[config.mk]
export PLATFORM = sky130hd
export DESIGN_NAME = iod_dispatch
export DESIGN_NICKNAME = d
export VERILOG_FILES = /design/src/verilog/iod_pkg.sv /design/src/verilog/iod_dispatch.sv
export VERILOG_INCLUDE_DIRS = /design/src /design/src/verilog
export SDC_FILE = /design/constraint.sdc
export NUM_CORES = 1
export LEC_CHECK = 0
export BUFFER_PORTS_ARGS = -buffer_cell sky130_fd_sc_hd__buf_2
export CAP_MARGIN = 20
export CORE_MARGIN = 8
export CORE_UTILIZATION = 40
export DETAILED_ROUTE_END_ITERATION = 8
export PLACE_DENSITY_LB_ADDON = 0.05
export SETUP_SLACK_MARGIN = 0.1
export SLEW_MARGIN = 20
export SYNTH_ARGS = -nofsm -noshare
export SYNTH_HDL_FRONTEND = slang
export SYNTH_SLANG_ARGS = --single-unit
export TNS_END_PERCENT = 5
[constraint.sdc]
create_clock -name sys_clk -period 9.2 [get_ports sys_clk]
set_input_delay 0.46 -clock sys_clk [delete_from_list [all_inputs] [get_ports sys_clk]]
set_output_delay 0.46 -clock sys_clk [all_outputs]
set_load 0.02 [all_outputs]
[src/verilog/iod_consts.svh]
// Constants for the I/O interrupt dispatch block: fixed memory locations,
// status-word bit positions, register offsets, codes and timing.
// Assumes a 16-bit halfword memory port and a 32-bit register port.
`ifndef IOD_CONSTS_SVH
`define IOD_CONSTS_SVH

// Fixed memory locations (halfword addresses).
`define IOD_LOC_EXT_OLD 16'h0040
`define IOD_LOC_EXT_NEW 16'h0044
`define IOD_LOC_QPTR 16'h0080
`define IOD_LOC_QOVF 16'h008A
`define IOD_LOC_SPT 16'h00D0

// Status-word bits (status word is psw[31:16], its bit 0 is psw[31]).
`define IOD_PSW_EXT_BIT 30
`define IOD_PSW_IMM_BIT 27
`define IOD_PSW_TERM_BIT 25
`define IOD_PSW_PROT_BIT 24
// Table entry bit 15 and function word queue bit 6 (bit 0 is the MSB).
`define IOD_SPT_ISB_BIT 0
`define IOD_FW_QUEUE_BIT 9

// Register byte offsets.
`define IOD_REG_PSW 8'h00
`define IOD_REG_CMD 8'h04
`define IOD_REG_BSTART 8'h08
`define IOD_REG_BEND 8'h0C
`define IOD_REG_STAT 8'h10

// Command codes in CMD[26:24]; codes 0 to 4 also go out on dev_fn.
`define IOD_OP_OUTCMD 3'h0
`define IOD_OP_SENSE 3'h1
`define IOD_OP_READ 3'h2
`define IOD_OP_WRITE 3'h3
`define IOD_OP_ACK 3'h4
`define IOD_OP_BLKRD 3'h5
`define IOD_OP_BLKWR 3'h6

// Condition bits in STAT[3:0].
`define IOD_CC_TMO 0
`define IOD_CC_PRIV 1
`define IOD_CC_DSTAT 2

// Device answer time-out.
`define IOD_CLK_NS 100
`define IOD_TIMEOUT_NS 10000
`define IOD_TIMEOUT_CYC (`IOD_TIMEOUT_NS / `IOD_CLK_NS)

`endif

[src/verilog/iod_pkg.sv]
// Types for the I/O interrupt dispatch block.
// Assumes nothing beyond a SystemVerilog compiler.
`default_nettype none
package iod_pkg;
  typedef enum logic [4:0] {
    S_IDLE, S_MEM, S_IO, S_ACK, S_TBL, S_I1, S_I2, S_I3,
    S_F1, S_Q1, S_Q2, S_Q3, S_Q4, S_Q5, S_Q6, S_OVF,
    S_E1, S_E2, S_E3, S_E4, S_BLK, S_BW, S_B1, S_B2
  } iod_state_e;
endpackage : iod_pkg
`default_nettype wire
[src/verilog/iod_dispatch.sv]
// I/O dispatch: program I/O, interrupt paths, block moves, automatic I/O.
// Assumes a same-clock halfword memory that acknowledges each request and
// device controllers whose lines arrive asynchronously.
//
// Design decisions made here: the address-and-strobe port and the register offsets.
`include "iod_consts.svh"
`timescale 1ns/1ps
`default_nettype none

// Overview of operation
// [RULE1] Route all transfers to one of 256 devices.
// [RULE2] Unanswered I/O times out into condition code.
// [RULE3] I/O commands refused unless in supervisor mode.
// [RULE4] External path when bit 1 set, 4 clear.
// [RULE5] Immediate path when bits 1 and 4 set.
// [RULE6] Software's external new status keeps bit 1 clear.
// [RULE7] Acknowledge command returns interrupting device address.
// [RULE8] External interrupt saves status word at old location.
// [RULE9] Immediate: acknowledge, store status, load next status.
// [RULE10] Block move stops at end or bad status.
// [RULE11] Block move takes no interrupts until done.
// [RULE12] Automatic service delays program, no status exchange.
// [RULE13] Automatic service raises interrupts on overflow or request.
// [RULE14] Automatic service only with bits 1 and 4.
// [RULE15] Read one table halfword per device address.
// [RULE16] Entry bit 15 clear: immediate exchange area.
// [RULE17] Entry bit 15 set: entry minus one.
// [RULE18] Termination queue circular, at most 255 entries.
// [RULE19] Software sets queue pointer before service blocks.
// [RULE20] Each finished service block adds a queue entry; here only when function word bit 6 is set.
// [RULE21] Table entry address is base plus twice device.
// [RULE22] Requests wait while bit 1 is clear.
// [RULE23] Full queue: store at overflow location, interrupt.
// [RULE24] Serve pending requests one by one first.
module iod_dispatch #(
  parameter int TIMEOUT_CYC = `IOD_TIMEOUT_CYC
) (
  input wire logic sys_clk,
  input wire logic rstn,
  input wire logic [7:0] reg_addr,
  input wire logic [31:0] reg_wdata,
  input wire logic reg_wr,
  input wire logic reg_rd,
  output logic [31:0] reg_rdata,
  input wire logic cpu_boundary,
  output logic cpu_hold,
  output logic ext_int,
  output logic imm_int,
  output logic term_int,
  output logic ovf_int,
  output logic mem_req,
  output logic mem_we,
  output logic [15:0] mem_addr,
  output logic [15:0] mem_wdata,
  input wire logic [15:0] mem_rdata,
  input wire logic mem_ack,
  output logic dev_req,
  output logic [2:0] dev_fn,
  output logic [7:0] dev_addr,
  output logic [7:0] dev_dout,
  input wire logic [7:0] dev_din,
  input wire logic [7:0] dev_status,
  input wire logic dev_resp,
  input wire logic dev_irq
);

  // ==========================================================================
  // Input synchronisers.
  // ==========================================================================
  logic [17:0] sync1_reg;
  logic [17:0] sync2_reg;
  wire logic irq_s = sync2_reg[17];
  wire logic resp_s = sync2_reg[16];
  wire logic [7:0] din_s = sync2_reg[15:8];
  wire logic [7:0] dstat_s = sync2_reg[7:0];

  always_ff @(posedge sys_clk or negedge rstn) begin
    if (!rstn) begin
      sync1_reg <= '0;
      sync2_reg <= '0;
    end else begin
      sync1_reg <= {dev_irq, dev_resp, dev_din, dev_status};
      sync2_reg <= sync1_reg;
    end
  end

  // ==========================================================================
  // State and registers.
  // ==========================================================================
  iod_pkg::iod_state_e state_reg;
  iod_pkg::iod_state_e ret_reg;
  logic [31:0] psw_reg;
  logic [31:0] cmd_reg;
  logic cmd_pend_reg;
  logic [15:0] bstart_reg;
  logic [15:0] bend_reg;
  logic [15:0] bcur_reg;
  logic [3:0] cc_reg;
  logic [7:0] result_reg;
  logic [7:0] dstat_reg;
  logic [7:0] dev_id_reg;
  logic auto_reg;
  logic blk_reg;
  logic [15:0] mem_rd_reg;
  logic [15:0] sp_reg;
  logic [15:0] qbase_reg;
  logic [7:0] qsize_reg;
  logic [7:0] qused_reg;
  logic [7:0] qnext_reg;
  logic [15:0] tmo_cnt_reg;
  logic [15:0] mem_addr_reg;
  logic mem_we_reg;
  logic [15:0] mem_wdata_reg;
  logic [2:0] dev_fn_reg;
  logic [7:0] dev_addr_reg;
  logic [7:0] dev_dout_reg;
  logic [3:0] pulse_reg;

  // ==========================================================================
  // Decodes.
  // ==========================================================================
  wire logic idle = (state_reg == iod_pkg::S_IDLE);
  wire logic ext_en = psw_reg[`IOD_PSW_EXT_BIT];
  wire logic imm_en = psw_reg[`IOD_PSW_IMM_BIT];
  wire logic psw_prot = psw_reg[`IOD_PSW_PROT_BIT];
  wire logic irq_go = cpu_boundary && irq_s && ext_en; // RULE22
  wire logic [2:0] cmd_op = cmd_reg[26:24];
  wire logic cmd_blk = (cmd_op == `IOD_OP_BLKRD) || (cmd_op == `IOD_OP_BLKWR);
  wire logic blk_wr = (cmd_op == `IOD_OP_BLKWR);
  wire logic io_wait = (state_reg == iod_pkg::S_IO)
                    || (state_reg == iod_pkg::S_ACK);
  wire logic tmo = (tmo_cnt_reg == 16'(TIMEOUT_CYC - 1));
  wire logic [15:0] spt_addr = `IOD_LOC_SPT + {7'h00, din_s, 1'b0}; // RULE21
  wire logic q_full = (qused_reg >= qsize_reg); // RULE18
  wire logic [7:0] qnext_inc = qnext_reg + 8'h01;
  wire logic [7:0] qnext_wrap = (qnext_inc >= qsize_reg) ? 8'h00 : qnext_inc;
  wire logic sel_psw = (reg_addr == `IOD_REG_PSW);
  wire logic sel_cmd = (reg_addr == `IOD_REG_CMD);
  wire logic sel_bst = (reg_addr == `IOD_REG_BSTART);
  wire logic sel_bend = (reg_addr == `IOD_REG_BEND);
  wire logic sel_stat = (reg_addr == `IOD_REG_STAT);
  wire logic [31:0] stat_word = {dev_id_reg, dstat_reg, result_reg,
                                 3'h0, !idle || cmd_pend_reg, cc_reg};
  wire logic [31:0] rd_mux = sel_psw ? psw_reg
                          : sel_cmd ? cmd_reg
                          : sel_bst ? {16'h0000, bstart_reg}
                          : sel_bend ? {16'h0000, bend_reg}
                          : sel_stat ? stat_word : 32'h0000_0000;

  assign mem_req = (state_reg == iod_pkg::S_MEM);
  assign mem_we = mem_we_reg;
  assign mem_addr = mem_addr_reg;
  assign mem_wdata = mem_wdata_reg;
  assign dev_req = io_wait; // RULE1
  assign dev_fn = dev_fn_reg;
  assign dev_addr = dev_addr_reg;
  assign dev_dout = dev_dout_reg;
  assign cpu_hold = !idle; // RULE12
  assign {ovf_int, term_int, imm_int, ext_int} = pulse_reg;

  // ==========================================================================
  // Register port.
  // ==========================================================================
  always_ff @(posedge sys_clk or negedge rstn) begin
    if (!rstn) begin
      reg_rdata <= 32'h0000_0000;
      cmd_reg <= 32'h0000_0000;
      bstart_reg <= 16'h0000;
      bend_reg <= 16'h0000;
    end else begin
      reg_rdata <= reg_rd ? rd_mux : 32'h0000_0000;
      if (reg_wr && sel_cmd && idle && !cmd_pend_reg) begin
        cmd_reg <= reg_wdata;
      end
      if (reg_wr && sel_bst && idle) begin
        bstart_reg <= reg_wdata[15:0];
      end
      if (reg_wr && sel_bend && idle) begin
        bend_reg <= reg_wdata[15:0];
      end
    end
  end

  // ==========================================================================
  // Dispatch sequencer.
  // ==========================================================================
  always_ff @(posedge sys_clk or negedge rstn) begin
    if (!rstn) begin
      state_reg <= iod_pkg::S_IDLE;
      ret_reg <= iod_pkg::S_IDLE;
      psw_reg <= 32'h0000_0000;
      cmd_pend_reg <= 1'b0;
      bcur_reg <= 16'h0000;
      cc_reg <= 4'h0;
      result_reg <= 8'h00;
      dstat_reg <= 8'h00;
      dev_id_reg <= 8'h00;
      auto_reg <= 1'b0;
      blk_reg <= 1'b0;
      mem_rd_reg <= 16'h0000;
      sp_reg <= 16'h0000;
      qbase_reg <= 16'h0000;
      qsize_reg <= 8'h00;
      qused_reg <= 8'h00;
      qnext_reg <= 8'h00;
      tmo_cnt_reg <= 16'h0000;
      mem_addr_reg <= 16'h0000;
      mem_we_reg <= 1'b0;
      mem_wdata_reg <= 16'h0000;
      dev_fn_reg <= 3'h0;
      dev_addr_reg <= 8'h00;
      dev_dout_reg <= 8'h00;
      pulse_reg <= 4'h0;
    end else begin
      pulse_reg <= 4'h0;
      tmo_cnt_reg <= io_wait ? tmo_cnt_reg + 16'h0001 : 16'h0000;
      if (reg_wr && sel_cmd && idle && !cmd_pend_reg) begin
        cmd_pend_reg <= 1'b1;
      end
      case (state_reg)
        iod_pkg::S_IDLE: begin
          if (reg_wr && sel_psw) begin
            psw_reg <= reg_wdata;
          end
          if (cmd_pend_reg) begin
            cmd_pend_reg <= 1'b0;
            cc_reg <= 4'h0;
            dev_fn_reg <= cmd_op;
            dev_addr_reg <= cmd_reg[23:16]; // RULE1
            dev_dout_reg <= cmd_reg[7:0];
            auto_reg <= 1'b0;
            if (psw_prot) begin
              cc_reg[`IOD_CC_PRIV] <= 1'b1; // RULE3
            end else if (cmd_blk) begin
              blk_reg <= 1'b1; // RULE11
              bcur_reg <= bstart_reg;
              dev_fn_reg <= blk_wr ? `IOD_OP_WRITE : `IOD_OP_READ;
              state_reg <= iod_pkg::S_BLK;
            end else if (cmd_op == `IOD_OP_ACK) begin
              state_reg <= iod_pkg::S_ACK;
            end else begin
              state_reg <= iod_pkg::S_IO;
            end
          end else if (irq_go && imm_en) begin
            auto_reg <= 1'b1; // RULE14
            dev_fn_reg <= `IOD_OP_ACK; // RULE9
            state_reg <= iod_pkg::S_ACK; // RULE5
          end else if (irq_go) begin
            mem_addr_reg <= `IOD_LOC_EXT_OLD; // RULE8
            mem_we_reg <= 1'b1;
            mem_wdata_reg <= psw_reg[31:16];
            ret_reg <= iod_pkg::S_E1;
            state_reg <= iod_pkg::S_MEM; // RULE4
          end
        end
        iod_pkg::S_MEM: begin
          if (mem_ack) begin
            mem_rd_reg <= mem_rdata;
            state_reg <= ret_reg;
          end
        end
        iod_pkg::S_IO, iod_pkg::S_ACK: begin
          if (resp_s) begin
            result_reg <= din_s;
            dstat_reg <= dstat_s;
            if (state_reg == iod_pkg::S_ACK) begin
              dev_id_reg <= din_s; // RULE7
            end
            if (dstat_s != 8'h00) begin
              cc_reg[`IOD_CC_DSTAT] <= 1'b1;
            end
          end else if (tmo) begin
            cc_reg[`IOD_CC_TMO] <= 1'b1; // RULE2
          end
          if (resp_s || tmo) begin
            if (blk_reg) begin
              state_reg <= iod_pkg::S_B1;
            end else if (auto_reg && resp_s) begin
              mem_addr_reg <= spt_addr; // RULE15
              mem_we_reg <= 1'b0;
              ret_reg <= iod_pkg::S_TBL;
              state_reg <= iod_pkg::S_MEM;
            end else begin
              state_reg <= iod_pkg::S_IDLE;
            end
          end
        end
        iod_pkg::S_TBL: begin
          if (mem_rd_reg[`IOD_SPT_ISB_BIT]) begin
            sp_reg <= mem_rd_reg - 16'h0001; // RULE17
            mem_addr_reg <= mem_rd_reg - 16'h0001;
            mem_we_reg <= 1'b0;
            ret_reg <= iod_pkg::S_F1;
          end else begin
            sp_reg <= mem_rd_reg; // RULE16
            mem_addr_reg <= mem_rd_reg;
            mem_we_reg <= 1'b1;
            mem_wdata_reg <= psw_reg[31:16];
            ret_reg <= iod_pkg::S_I1;
          end
          state_reg <= iod_pkg::S_MEM;
        end
        iod_pkg::S_I1: begin
          mem_addr_reg <= sp_reg + 16'h0002;
          mem_wdata_reg <= psw_reg[15:0];
          ret_reg <= iod_pkg::S_I2;
          state_reg <= iod_pkg::S_MEM;
        end
        iod_pkg::S_I2: begin
          mem_addr_reg <= sp_reg + 16'h0004;
          mem_we_reg <= 1'b0;
          ret_reg <= iod_pkg::S_I3;
          state_reg <= iod_pkg::S_MEM;
        end
        iod_pkg::S_I3: begin
          psw_reg <= {mem_rd_reg, sp_reg + 16'h0006}; // RULE9
          pulse_reg[1] <= 1'b1;
          state_reg <= iod_pkg::S_IDLE; // RULE24
        end
        iod_pkg::S_F1: begin
          if (mem_rd_reg[`IOD_FW_QUEUE_BIT]) begin
            mem_addr_reg <= `IOD_LOC_QPTR; // RULE20
            ret_reg <= iod_pkg::S_Q1;
            state_reg <= iod_pkg::S_MEM;
          end else begin
            state_reg <= iod_pkg::S_IDLE;
          end
        end
        iod_pkg::S_Q1: begin
          qbase_reg <= mem_rd_reg;
          mem_addr_reg <= mem_rd_reg;
          ret_reg <= iod_pkg::S_Q2;
          state_reg <= iod_pkg::S_MEM;
        end
        iod_pkg::S_Q2: begin
          qsize_reg <= mem_rd_reg[15:8];
          qused_reg <= mem_rd_reg[7:0];
          mem_addr_reg <= qbase_reg + 16'h0002;
          ret_reg <= iod_pkg::S_Q3;
          state_reg <= iod_pkg::S_MEM;
        end
        iod_pkg::S_Q3: begin
          mem_we_reg <= 1'b1;
          mem_wdata_reg <= sp_reg;
          state_reg <= iod_pkg::S_MEM;
          if (q_full) begin
            mem_addr_reg <= `IOD_LOC_QOVF; // RULE23
            ret_reg <= iod_pkg::S_OVF;
          end else begin
            qnext_reg <= mem_rd_reg[7:0];
            mem_addr_reg <= qbase_reg + 16'h0004
                            + {7'h00, mem_rd_reg[7:0], 1'b0};
            ret_reg <= iod_pkg::S_Q4;
          end
        end
        iod_pkg::S_Q4: begin
          mem_addr_reg <= qbase_reg + 16'h0002;
          mem_wdata_reg <= {8'h00, qnext_wrap}; // RULE18
          ret_reg <= iod_pkg::S_Q5;
          state_reg <= iod_pkg::S_MEM;
        end
        iod_pkg::S_Q5: begin
          mem_addr_reg <= qbase_reg;
          mem_wdata_reg <= {qsize_reg, qused_reg + 8'h01};
          ret_reg <= iod_pkg::S_Q6;
          state_reg <= iod_pkg::S_MEM;
        end
        iod_pkg::S_Q6: begin
          pulse_reg[2] <= psw_reg[`IOD_PSW_TERM_BIT]; // RULE13
          state_reg <= iod_pkg::S_IDLE;
        end
        iod_pkg::S_OVF: begin
          pulse_reg[3] <= 1'b1; // RULE13
          state_reg <= iod_pkg::S_IDLE;
        end
        iod_pkg::S_E1: begin
          mem_addr_reg <= `IOD_LOC_EXT_OLD + 16'h0002;
          mem_wdata_reg <= psw_reg[15:0];
          ret_reg <= iod_pkg::S_E2;
          state_reg <= iod_pkg::S_MEM;
        end
        iod_pkg::S_E2: begin
          mem_addr_reg <= `IOD_LOC_EXT_NEW;
          mem_we_reg <= 1'b0;
          ret_reg <= iod_pkg::S_E3;
          state_reg <= iod_pkg::S_MEM;
        end
        iod_pkg::S_E3: begin
          sp_reg <= mem_rd_reg;
          mem_addr_reg <= `IOD_LOC_EXT_NEW + 16'h0002;
          ret_reg <= iod_pkg::S_E4;
          state_reg <= iod_pkg::S_MEM;
        end
        iod_pkg::S_E4: begin
          psw_reg <= {sp_reg, mem_rd_reg};
          pulse_reg[0] <= 1'b1;
          state_reg <= iod_pkg::S_IDLE;
        end
        iod_pkg::S_BLK: begin
          if (bcur_reg > bend_reg) begin
            blk_reg <= 1'b0; // RULE10
            state_reg <= iod_pkg::S_IDLE;
          end else if (blk_wr) begin
            mem_addr_reg <= bcur_reg;
            mem_we_reg <= 1'b0;
            ret_reg <= iod_pkg::S_BW;
            state_reg <= iod_pkg::S_MEM;
          end else begin
            state_reg <= iod_pkg::S_IO;
          end
        end
        iod_pkg::S_BW: begin
          dev_dout_reg <= mem_rd_reg[7:0];
          state_reg <= iod_pkg::S_IO;
        end
        iod_pkg::S_B1: begin
          if (cc_reg != 4'h0) begin
            blk_reg <= 1'b0; // RULE10
            state_reg <= iod_pkg::S_IDLE;
          end else if (blk_wr) begin
            state_reg <= iod_pkg::S_B2;
          end else begin
            mem_addr_reg <= bcur_reg;
            mem_we_reg <= 1'b1;
            mem_wdata_reg <= {8'h00, result_reg};
            ret_reg <= iod_pkg::S_B2;
            state_reg <= iod_pkg::S_MEM;
          end
        end
        iod_pkg::S_B2: begin
          bcur_reg <= bcur_reg + 16'h0001;
          state_reg <= iod_pkg::S_BLK;
        end
        default: begin
          state_reg <= iod_pkg::S_IDLE;
        end
      endcase
    end
  end
endmodule : iod_dispatch
`default_nettype wire

Yosys cells after proc, flatten, opt, wreduce, memory -nomap -nowiden

Cells that the tools add are included.
Widths: inputs -> output; s select.

Word-level logic and storage cells: 268
Register bits: 364
Input port bits: 80
Output and inout port bits: 91

Order comparisons: 3
Reductions and logical operators: 55
Bitwise gates (word level): 1
Add/sub/neg operators: 12
Multiplexer cells: 108
Equality and inequality tests: 56

Operators with widths:

| operator              | count |
|---|---|
| $mux 16               | 23 |
| $pmux 16 s15          | 1 |
| $mux 32               | 7 |
| $pmux 16 s7           | 1 |
| $mux 5                | 21 |
| $pmux 32 s3           | 1 |
| $pmux 5 s16           | 1 |
| $pmux 16 s2           | 2 |
| $add 16x3->16 const B | 3 |
| $pmux 5 s9            | 1 |
| $eq 5x4->1 const B    | 8 |
| $eq 5x5->1 const B    | 8 |
| $ne 2x2->1 const B    | 19 |
| $mux 1                | 34 |
| $add 16x1->16 const B | 2 |
| $add 16x2->16 const B | 2 |
| $reduce_and 12->1     | 2 |
| $eq 5x3->1 const B    | 4 |
| $add 16x9->16         | 1 |
| $add 8x1->8 const B   | 2 |
| $eq 16x7->1 const B   | 1 |
| $eq 8x4->1 const B    | 2 |
| $ge 8x8->1            | 2 |
| $gt 16x16->1          | 1 |
| 39 further kinds      | 86 |

Longest topological paths before layout

Gate-level depths: netlist (run 1).

Depth after elaboration: 9
Depth in mapped cells: 15

Worst setup path before layout (run 1)

No wires, ideal clock.

Path kind: flip-flop to flip-flop
Start: register state_reg[1]
End: register mem_addr_reg[15], in the netlist mem_addr[15]
Data required time: 9074 ps
Clock period less this slack: 3272 ps
Cell stages (with the launch flop): 15
Buffers on the path: 3
Slack: 5928 ps
Arrival: 3146 ps
Cells stage by stage: dfrtp_1 -> buf_2 -> xnor2_1 -> nor2_4 -> clkbuf_1 -> o21ai_0 -> ha_1 -> clkbuf_1 -> nand2_1 -> nor4_1 -> a41oi_1 -> a2111oi_2 -> xor2_1 -> o221ai_1 -> a221o_1

Cells in the longest elaborated chain, start to end: 4

Ends and longest elaborated chain:

| element                                                                  | line                | text |
|---|---|---|
| start: declaration                                                       | iod_dispatch.sv:90  | `iod_pkg::iod_state_e state_reg;` |
| start signal: assignment                                                 | iod_dispatch.sv:189 | `state_reg <= iod_pkg::S_IDLE;` |
| start signal: assignment                                                 | iod_dispatch.sv:238 | `state_reg <= iod_pkg::S_BLK;` |
| start signal: assignment                                                 | iod_dispatch.sv:240 | `state_reg <= iod_pkg::S_ACK;` |
| $eq 5x4->1 / $eq 5x2->1 (equally long branches)                          | iod_dispatch.sv:220 | `case (state_reg)` |
| $reduce_or 2->1, on equally long branches                                | -                   |  |
| $reduce_bool 15->1 (no source line) / $ne 2x2->1 (equally long branches) | -                   |  |
| $reduce_and 12->1 (no source line)                                       | -                   |  |
| end signal: assignment                                                   | iod_dispatch.sv:249 | `` mem_addr_reg <= `IOD_LOC_EXT_OLD; `` |
| end signal: assignment                                                   | iod_dispatch.sv:279 | `mem_addr_reg <= spt_addr;` |
| end signal: assignment                                                   | iod_dispatch.sv:291 | `mem_addr_reg <= mem_rd_reg - 16'h0001;` |
| end: declaration                                                         | iod_dispatch.sv:111 | `logic [15:0] mem_addr_reg;` |

Parallel ways exist; a longest one is shown, timed or not.
A chain may end at the register's enable or synchronous reset.

Worst setup path in the final report (run 1)

Start: register state_reg[2]
End: register mem_addr_reg[6], in the netlist mem_addr[6]

Same word-level chain as after synthesis.

==> flow_metrics.tcl, run 1 <==
set metrics [dict create \
    status "finished clean" \
    grt_max_degree 162 \
    p_clk_share_pct 31.6 \
    clock_latency_ns 0.60 \
    critPathMaxFanout 41 \
    ys_ff_latch 364 \
    p_leak_nw 10.1 \
    wirelength_um 75100 \
    worst_pin_slew_ns 1.01 \
    final.setup.tns_ns 0 \
    cts_tree "done" \
    dp_hpwl_um 54600 \
    regArea_um2 9110 \
    clk_path_buf_depth 3 \
    start_util_pct 40.5 \
    clkSlewWorstSetupHoldPaths_ns 0.06 \
    die_area_um2 55500 \
    finalClockSkew_ns 0.0291 \
    critPathKind "flop to flop" \
    pwr_density_cell_nw_per_um2 253 \
    synthTopCellsByArea "dfrtp_1 47%, mux2_2 9.5%, nand2_1 4.2%, ha_1 3.7%, o21ai_0 2.9%" \
    nNetsFinal 2206 \
    io_buffers 170 \
    antenna_found_initial 1 \
    fin_cells 2716 \
    core_area_um2 47600 \
    nFillCells 4548 \
    dpl.cell_count 2620 \
    startpoint_type "flop" \
    ys_seq_area_share_pct 47.2 \
    hold_viol 0 \
    synth-xor-area-share_pct 3.59 \
    die_w_um 236 \
    hold_path.class "input pin to flop" \
    synth_top_area_share_pct 47.2 \
    fmax_ghz 0.251 \
    layout-drive-gt1-share_pct 21.5 \
    vias 16200 \
    power.share.sequential_pct 41.3 \
    drt_iter0_drc 1752 \
    synth_top_flop_cell "dfrtp_1" \
    grt_pass1_vias 15900 \
    htree_levels 2 \
    syn_avg_cell_area_um2 9.99 \
    grt_overflow_total 0 \
    drv_slew 0 \
    synth_cells 1930 \
    muxShareOfSynthArea_pct 10.5 \
    via_per_inst 5.96 \
    multi_input_area_um2 9520 \
    synth_top_cell_by_area "dfrtp_1" \
    power_frac_comb_pct 27.2 \
    cts_made_buffers 42 \
    route.detailed.drc 0 \
    root_buffer "clkbuf_16" \
    grt_pass1_wl_um 111000 \
    p_int_mw 3.50 \
    dr.pass1.iters 8 \
    cap_violations 0 \
    synth.distinct_cells 73 \
    endpoint_kind "flop" \
    synth-compound-area-share_pct 17.5 \
    wire_per_inst_um 27.7 \
    groute.usage.overall_pct 26.5 \
    fp-row-count 80 \
    antenna_left 0 \
    synth_top_family_by_area "compound AO/OA/AOI/OAI gates" \
    syn_nets 2068 \
    fin_crit_sh_pct 43.3 \
    ys_async_sr_fraction_pct 100 \
    synthesis.area_um2 19300 \
    dieHeight_um 236 \
    synth_fa_ha_area_share_pct 3.80 \
    ctsResizeCount 0 \
    ys_warn_count 0 \
    max_slew_margin_pct 32.3 \
    synth_edf_count 0 \
    setup_viol 0 \
    synthToLayoutAreaGrowth_pct 15.8 \
    post-route-min-period_ns 3.99 \
    netSwitchingPower_mw 2.17 \
    peakVddDrop_mv 0.120 \
    finalWeightedCongestion 0.945 \
    synth-simple-area-share_pct 13.7 \
    rsz0062_at_grt "no" \
    boundaryPins 171 \
    post_cts_buffers 0 \
    required_ns 9.66 \
    clock-sinks 364 \
    critPathArrivalTime_ns 4.44 \
    swShare_pct 38.3 \
]
-- synthesized netlist by cell type (5+ instances only) --
library cell  instances
a21boi_0             23
o31ai_1              14
mux2i_1              20
nor2_1              133
a31oi_1              32
nand2_1             218
o22ai_1              16
a221oi_1             17
o211ai_1             14
o21ai_0             111
inv_1                52
nand3_1              60
nand2b_1             10
o21a_1                6
a22o_1                8
nor4_1                9
a21o_1               19
mux2_2              162
a32oi_1               5
xor2_1               43
nand4_1              10
and3_1               14
o221ai_1             10
clkbuf_1             84
a21oi_1             102
or3_1                 7
buf_1                11
and2_1               12
a22oi_1              54
buf_4                 6
o2bb2ai_1            12
a222oi_1             22
nor2b_1              29
nor3_1               30
xnor2_1              36
dfrtp_1             364
buf_2                22
a211oi_1             11
a221o_1               6
ha_1                 57
nor3b_1               7
-- cell families (layout without fill, tap and decap cells) --
kind of cell | after synthesis | count (layout)
compound gates | 504 | 504
other cells | 0 | 1
simple gates | 566 | 566
buf+inv | 177 | 347
fa+ha+maj | 58 | 58
flops | 364 | 364
mux | 182 | 182
xor+xnor | 79 | 79
-- per-layer routing --
layer / vias up / wire length, um / global-route usage, %
met3: 139 / 5450 / 4.99
met2: 643 / 33100 / 39.5
li1: 7270 / - / -
met4: 0 / 2520 / 8.74
met1: 8139 / 34100 / 38.2
met5: - / 0 / 0
-- worst paths after layout --
| kind | from | to | slack, ns | cells after the start |
|---|---|---|---|---|
| worst min-delay path | mem_rdata[10] | mem_rd_reg[10] | 0.10 | 2 |
| min in group asynchronous | rstn | mem_rd_reg[6] | 0.46 | 2 |
| worst max register to register | state_reg[2] | mem_addr[6] | 5.21 | 10 |
| worst max-delay path | state_reg[2] | mem_addr[6] | 5.21 | 10 |
| max in group asynchronous | rstn | reg_rdata[22] | 6.63 | 4 |
| worst min register to register | sync1_reg[4] | sync2_reg[4] | 0.34 | 0 |
-- power by group through the flow --
stage / Sequential, mW / Combinational (mW) / Clock (mW)
3_5_place_dp: 2.35 / 1.52 / 0
4_1_cts: 2.32 / 1.54 / 1.82
3_3_place_gp: 2.35 / 1.51 / 0
2_1_floorplan: 2.10 / 1.01 / 0
6_report: 2.34 / 1.54 / 1.79
5_1_grt: 2.35 / 1.66 / 1.88
-- layout by cell type, fill, tap and decap left out, types with 17 or more instances in the layout --
| cell type | netlist | routed |
|---|---|---|
| nand3_1 | 60 | 60 |
| nor2b_1 | 29 | 28 |
| a31oi_1 | 32 | 32 |
| buf_2 | 22 | 169 |
| dlygate4sd3_1 | 0 | 19 |
| nand2_1 | 218 | 217 |
| clkbuf_16 | 0 | 42 |
| nor3_1 | 30 | 27 |
| a221oi_1 | 17 | 17 |
| dfrtp_1 | 364 | 364 |
| a21boi_0 | 23 | 23 |
| a22oi_1 | 54 | 54 |
| ha_1 | 57 | 57 |
| nor2_1 | 133 | 131 |
| a222oi_1 | 22 | 22 |
| xnor2_1 | 36 | 36 |
| buf_4 | 6 | 28 |
| a21o_1 | 19 | 19 |
| a21oi_1 | 102 | 101 |
| mux2_2 | 162 | 162 |
| o21ai_0 | 111 | 111 |
| xor2_1 | 43 | 43 |
| inv_1 | 52 | 52 |
| mux2i_1 | 20 | 20 |
-- critical path, stage by stage, from the launching register on --
cell and delay (ns):
dfrtp_1 0.32, buf_4 0.38, nor3_1 0.14, nand2_1 0.65
inv_1 0.53, nand2_1 0.16, o221ai_1 0.25, a211oi_1 0.30
a21o_1 0.55, o21ai_0 0.24, o31a_1 0.34
-- per-stage QoR --
stage                     power [mW]  hold WS, ns  setup slack [ns]  util [%]  cell area, um2
after detailed placement        3.87        0.335              5.31      43.4           20700
after global routing            5.90       0.0979              4.90      46.9           22300
after global placement          3.86        0.333              5.39      43.4           20700
final                           5.66        0.101              5.21      46.9           22300
after floorplan                 3.10        0.164              5.93         -           19300
after CTS                       5.68       0.0735              5.29      46.9           22300
-- area by class of cell --
class	instances	share of cell area (%)
clock inverter	14	1.14
antenna	1	0.0112
tap	615	3.45
clock buffer	62	5.36
sequential	364	40.8
timing repair buffer	218	5.74
inverter	53	0.891
multi-input combinational	1389	42.6
-- what timing repair did --
item | in CTS | in global routing
endpoints found under the setup margin | 0 | 0
hold buffers | 19 | 0
hold endpoints to repair | 103 | 0
Power figures use the tool's default switching activity.
==> run 2, diff against run 1 <==
==> constraint.sdc (replaced) <==
create_clock -name sys_clk -period 4 [get_ports sys_clk]
set_input_delay 0.2 -clock sys_clk [delete_from_list [all_inputs] [get_ports sys_clk]]
set_output_delay 0.2 -clock sys_clk [all_outputs]
set_load 0.02 [all_outputs]
==> run 2 against run 1 <==
Routed wire length up 3.2%. Hold slack better by 0.087 ns. Setup slack worse by 4.5 ns. Via count up 2.9%. Critical path type unchanged. Final area up 3.6%. Total power up 130%. Largest power group unchanged. Die area unchanged. First-iteration DRC count up 15%. Clock-buffer cell count down 3. Sequential power up 120%. Non-clock buffer count up 82. Highest routed layer unchanged. Critical path depth up 2.
==> flow_metrics.tcl, run 2 (same netlist as run 1, synthesis figures left out) <==
set metrics [dict create \
    core_area_um2 47600 \
    groute.usage.overall_pct 27.3 \
    endpoint_kind "flop" \
    grt_overflow_total 0 \
    wirelength_um 77500 \
    clk_path_buf_depth 3 \
    power_mw 13.2 \
    dp_hpwl_um 57000 \
    grt_max_degree 107 \
    pwr_density_cell_nw_per_um2 571 \
    timing.hold.ws_ns 0.187 \
    cts_tree "done" \
    dieHeight_um 236 \
    hold_viol 0 \
    final_cell_mix "364 x dfrtp_1, 217 x nand2_1, 169 x buf_2" \
    worst_pin_slew_ns 0.972 \
    critPathArrivalTime_ns 3.70 \
    peakVddDrop_mv 0.339 \
    setup_viol 0 \
    p_leak_nw 10.5 \
    finalWeightedCongestion 0.927 \
    startpoint_type "flop" \
    finalClockSkew_ns 0.0189 \
    antenna_found_initial 1 \
    cap_violations 0 \
    placed_cell_area_um2 21000 \
    synthToLayoutAreaGrowth_pct 20.0 \
    clock-sinks 364 \
    final_common_cell "dfrtp_1" \
    critPathMaxFanout 7 \
    via_per_inst 5.95 \
    ctsResizeCount 0 \
    fin_area_um2 23100 \
    layout-drive-gt1-share_pct 22.6 \
    start_util_pct 40.5 \
    die_w_um 236 \
    clock_latency_ns 0.59 \
    grt_pass1_vias 16300 \
    hold_path.class "input pin to flop" \
    cts_made_buffers 43 \
    required_ns 4.46 \
    boundaryPins 171 \
    die_area_um2 55500 \
    route.detailed.drc 0 \
    fmax_ghz 0.309 \
    antenna_left 0 \
    critPathKind "flop to flop" \
    drv_slew 0 \
    wire_per_inst_um 27.7 \
    status "finished clean" \
    grt_pass1_wl_um 114000 \
    fin_crit_sh_pct 81.0 \
    io_buffers 170 \
    drt_iter0_drc 2021 \
    post_cts_buffers 0 \
    dr.pass1.iters 8 \
    post-route-min-period_ns 3.24 \
    root_buffer "clkbuf_16" \
    fp-row-count 80 \
    rsz0062_at_grt "no" \
    num_antenna_cells 0 \
    nNetsFinal 2289 \
    htree_levels 2 \
    cts_hold_buf 67 \
    final.setup.tns_ns 0 \
    clkSlewWorstSetupHoldPaths_ns 0.06 \
    vias 16700 \
    max_slew_margin_pct 34.8 \
    fin_util_pct 48.6 \
]
## run 2: through the flow
stage          instances  setup WS, ns
2_1_floorplan       1930         0.728
3_3_place_gp        2654         0.804
3_5_place_dp        2654         0.790
4_1_cts             2799         0.780
5_1_grt             2799         0.465
6_report            2799         0.762
## run 2: layout make-up
type / instances / area, um2
clock inverters: 19 / 277
well taps: 615 / 769
flip-flops and latches: 364 / 9110
multi-input cells: 1389 / 9510
fillers: 4514 / 24500
repair buffers: 300 / 2040
inverters: 53 / 199
clock buffers: 59 / 1240
## run 2: power breakdown
| part | total (mW) | switching [mW] | leakage [nW] | internal [mW] |
|---|---|---|---|---|
| sequential | 5.15 | 0.872 | 4.63 | 4.27 |
| combinational | 3.88 | 2.47 | 5.14 | 1.41 |
| clock | 4.20 | 1.69 | 0.739 | 2.50 |
| total | 13.2 | 5.03 | 10.5 | 8.19 |
## run 2: final timing paths
kind	from	end	slack [ns]	depth (start not counted)
worst min-delay path	cpu_boundary	auto_reg	0.19	5
max in group asynchronous	rstn	sync1_reg[8]	2.61	3
worst max register to register	mem_rd_reg[1]	mem_addr[10]	0.76	12
worst min register to register	sync1_reg[4]	sync2_reg[4]	0.34	0
min in group asynchronous	rstn	mem_rd_reg[6]	0.23	2
worst max-delay path	mem_rd_reg[1]	mem_addr[10]	0.76	12
## run 2: worst max-delay path, cell delays in order, from the launching register on
cell	delay [ns]
dfrtp_1	0.48
inv_1	0.22
ha_1	0.33
inv_1	0.04
ha_1	0.22
fa_1	0.42
a21oi_1	0.22
o2111ai_1	0.20
a21o_1	0.21
a21o_1	0.23
xor2_1	0.16
a221oi_1	0.28
o21ai_0	0.11
## run 2: metal layers
| layer | vias to the layer above | part of all wire (%) | GRT usage (%) |
|---|---|---|---|
| met5 | - | 0 | 0 |
| met4 | 0 | 2.9 | 7.87 |
| met3 | 120 | 7.3 | 4.65 |
| met2 | 710 | 44 | 41.6 |
| met1 | 8382 | 46 | 39.4 |
| li1 | 7453 | - | - |
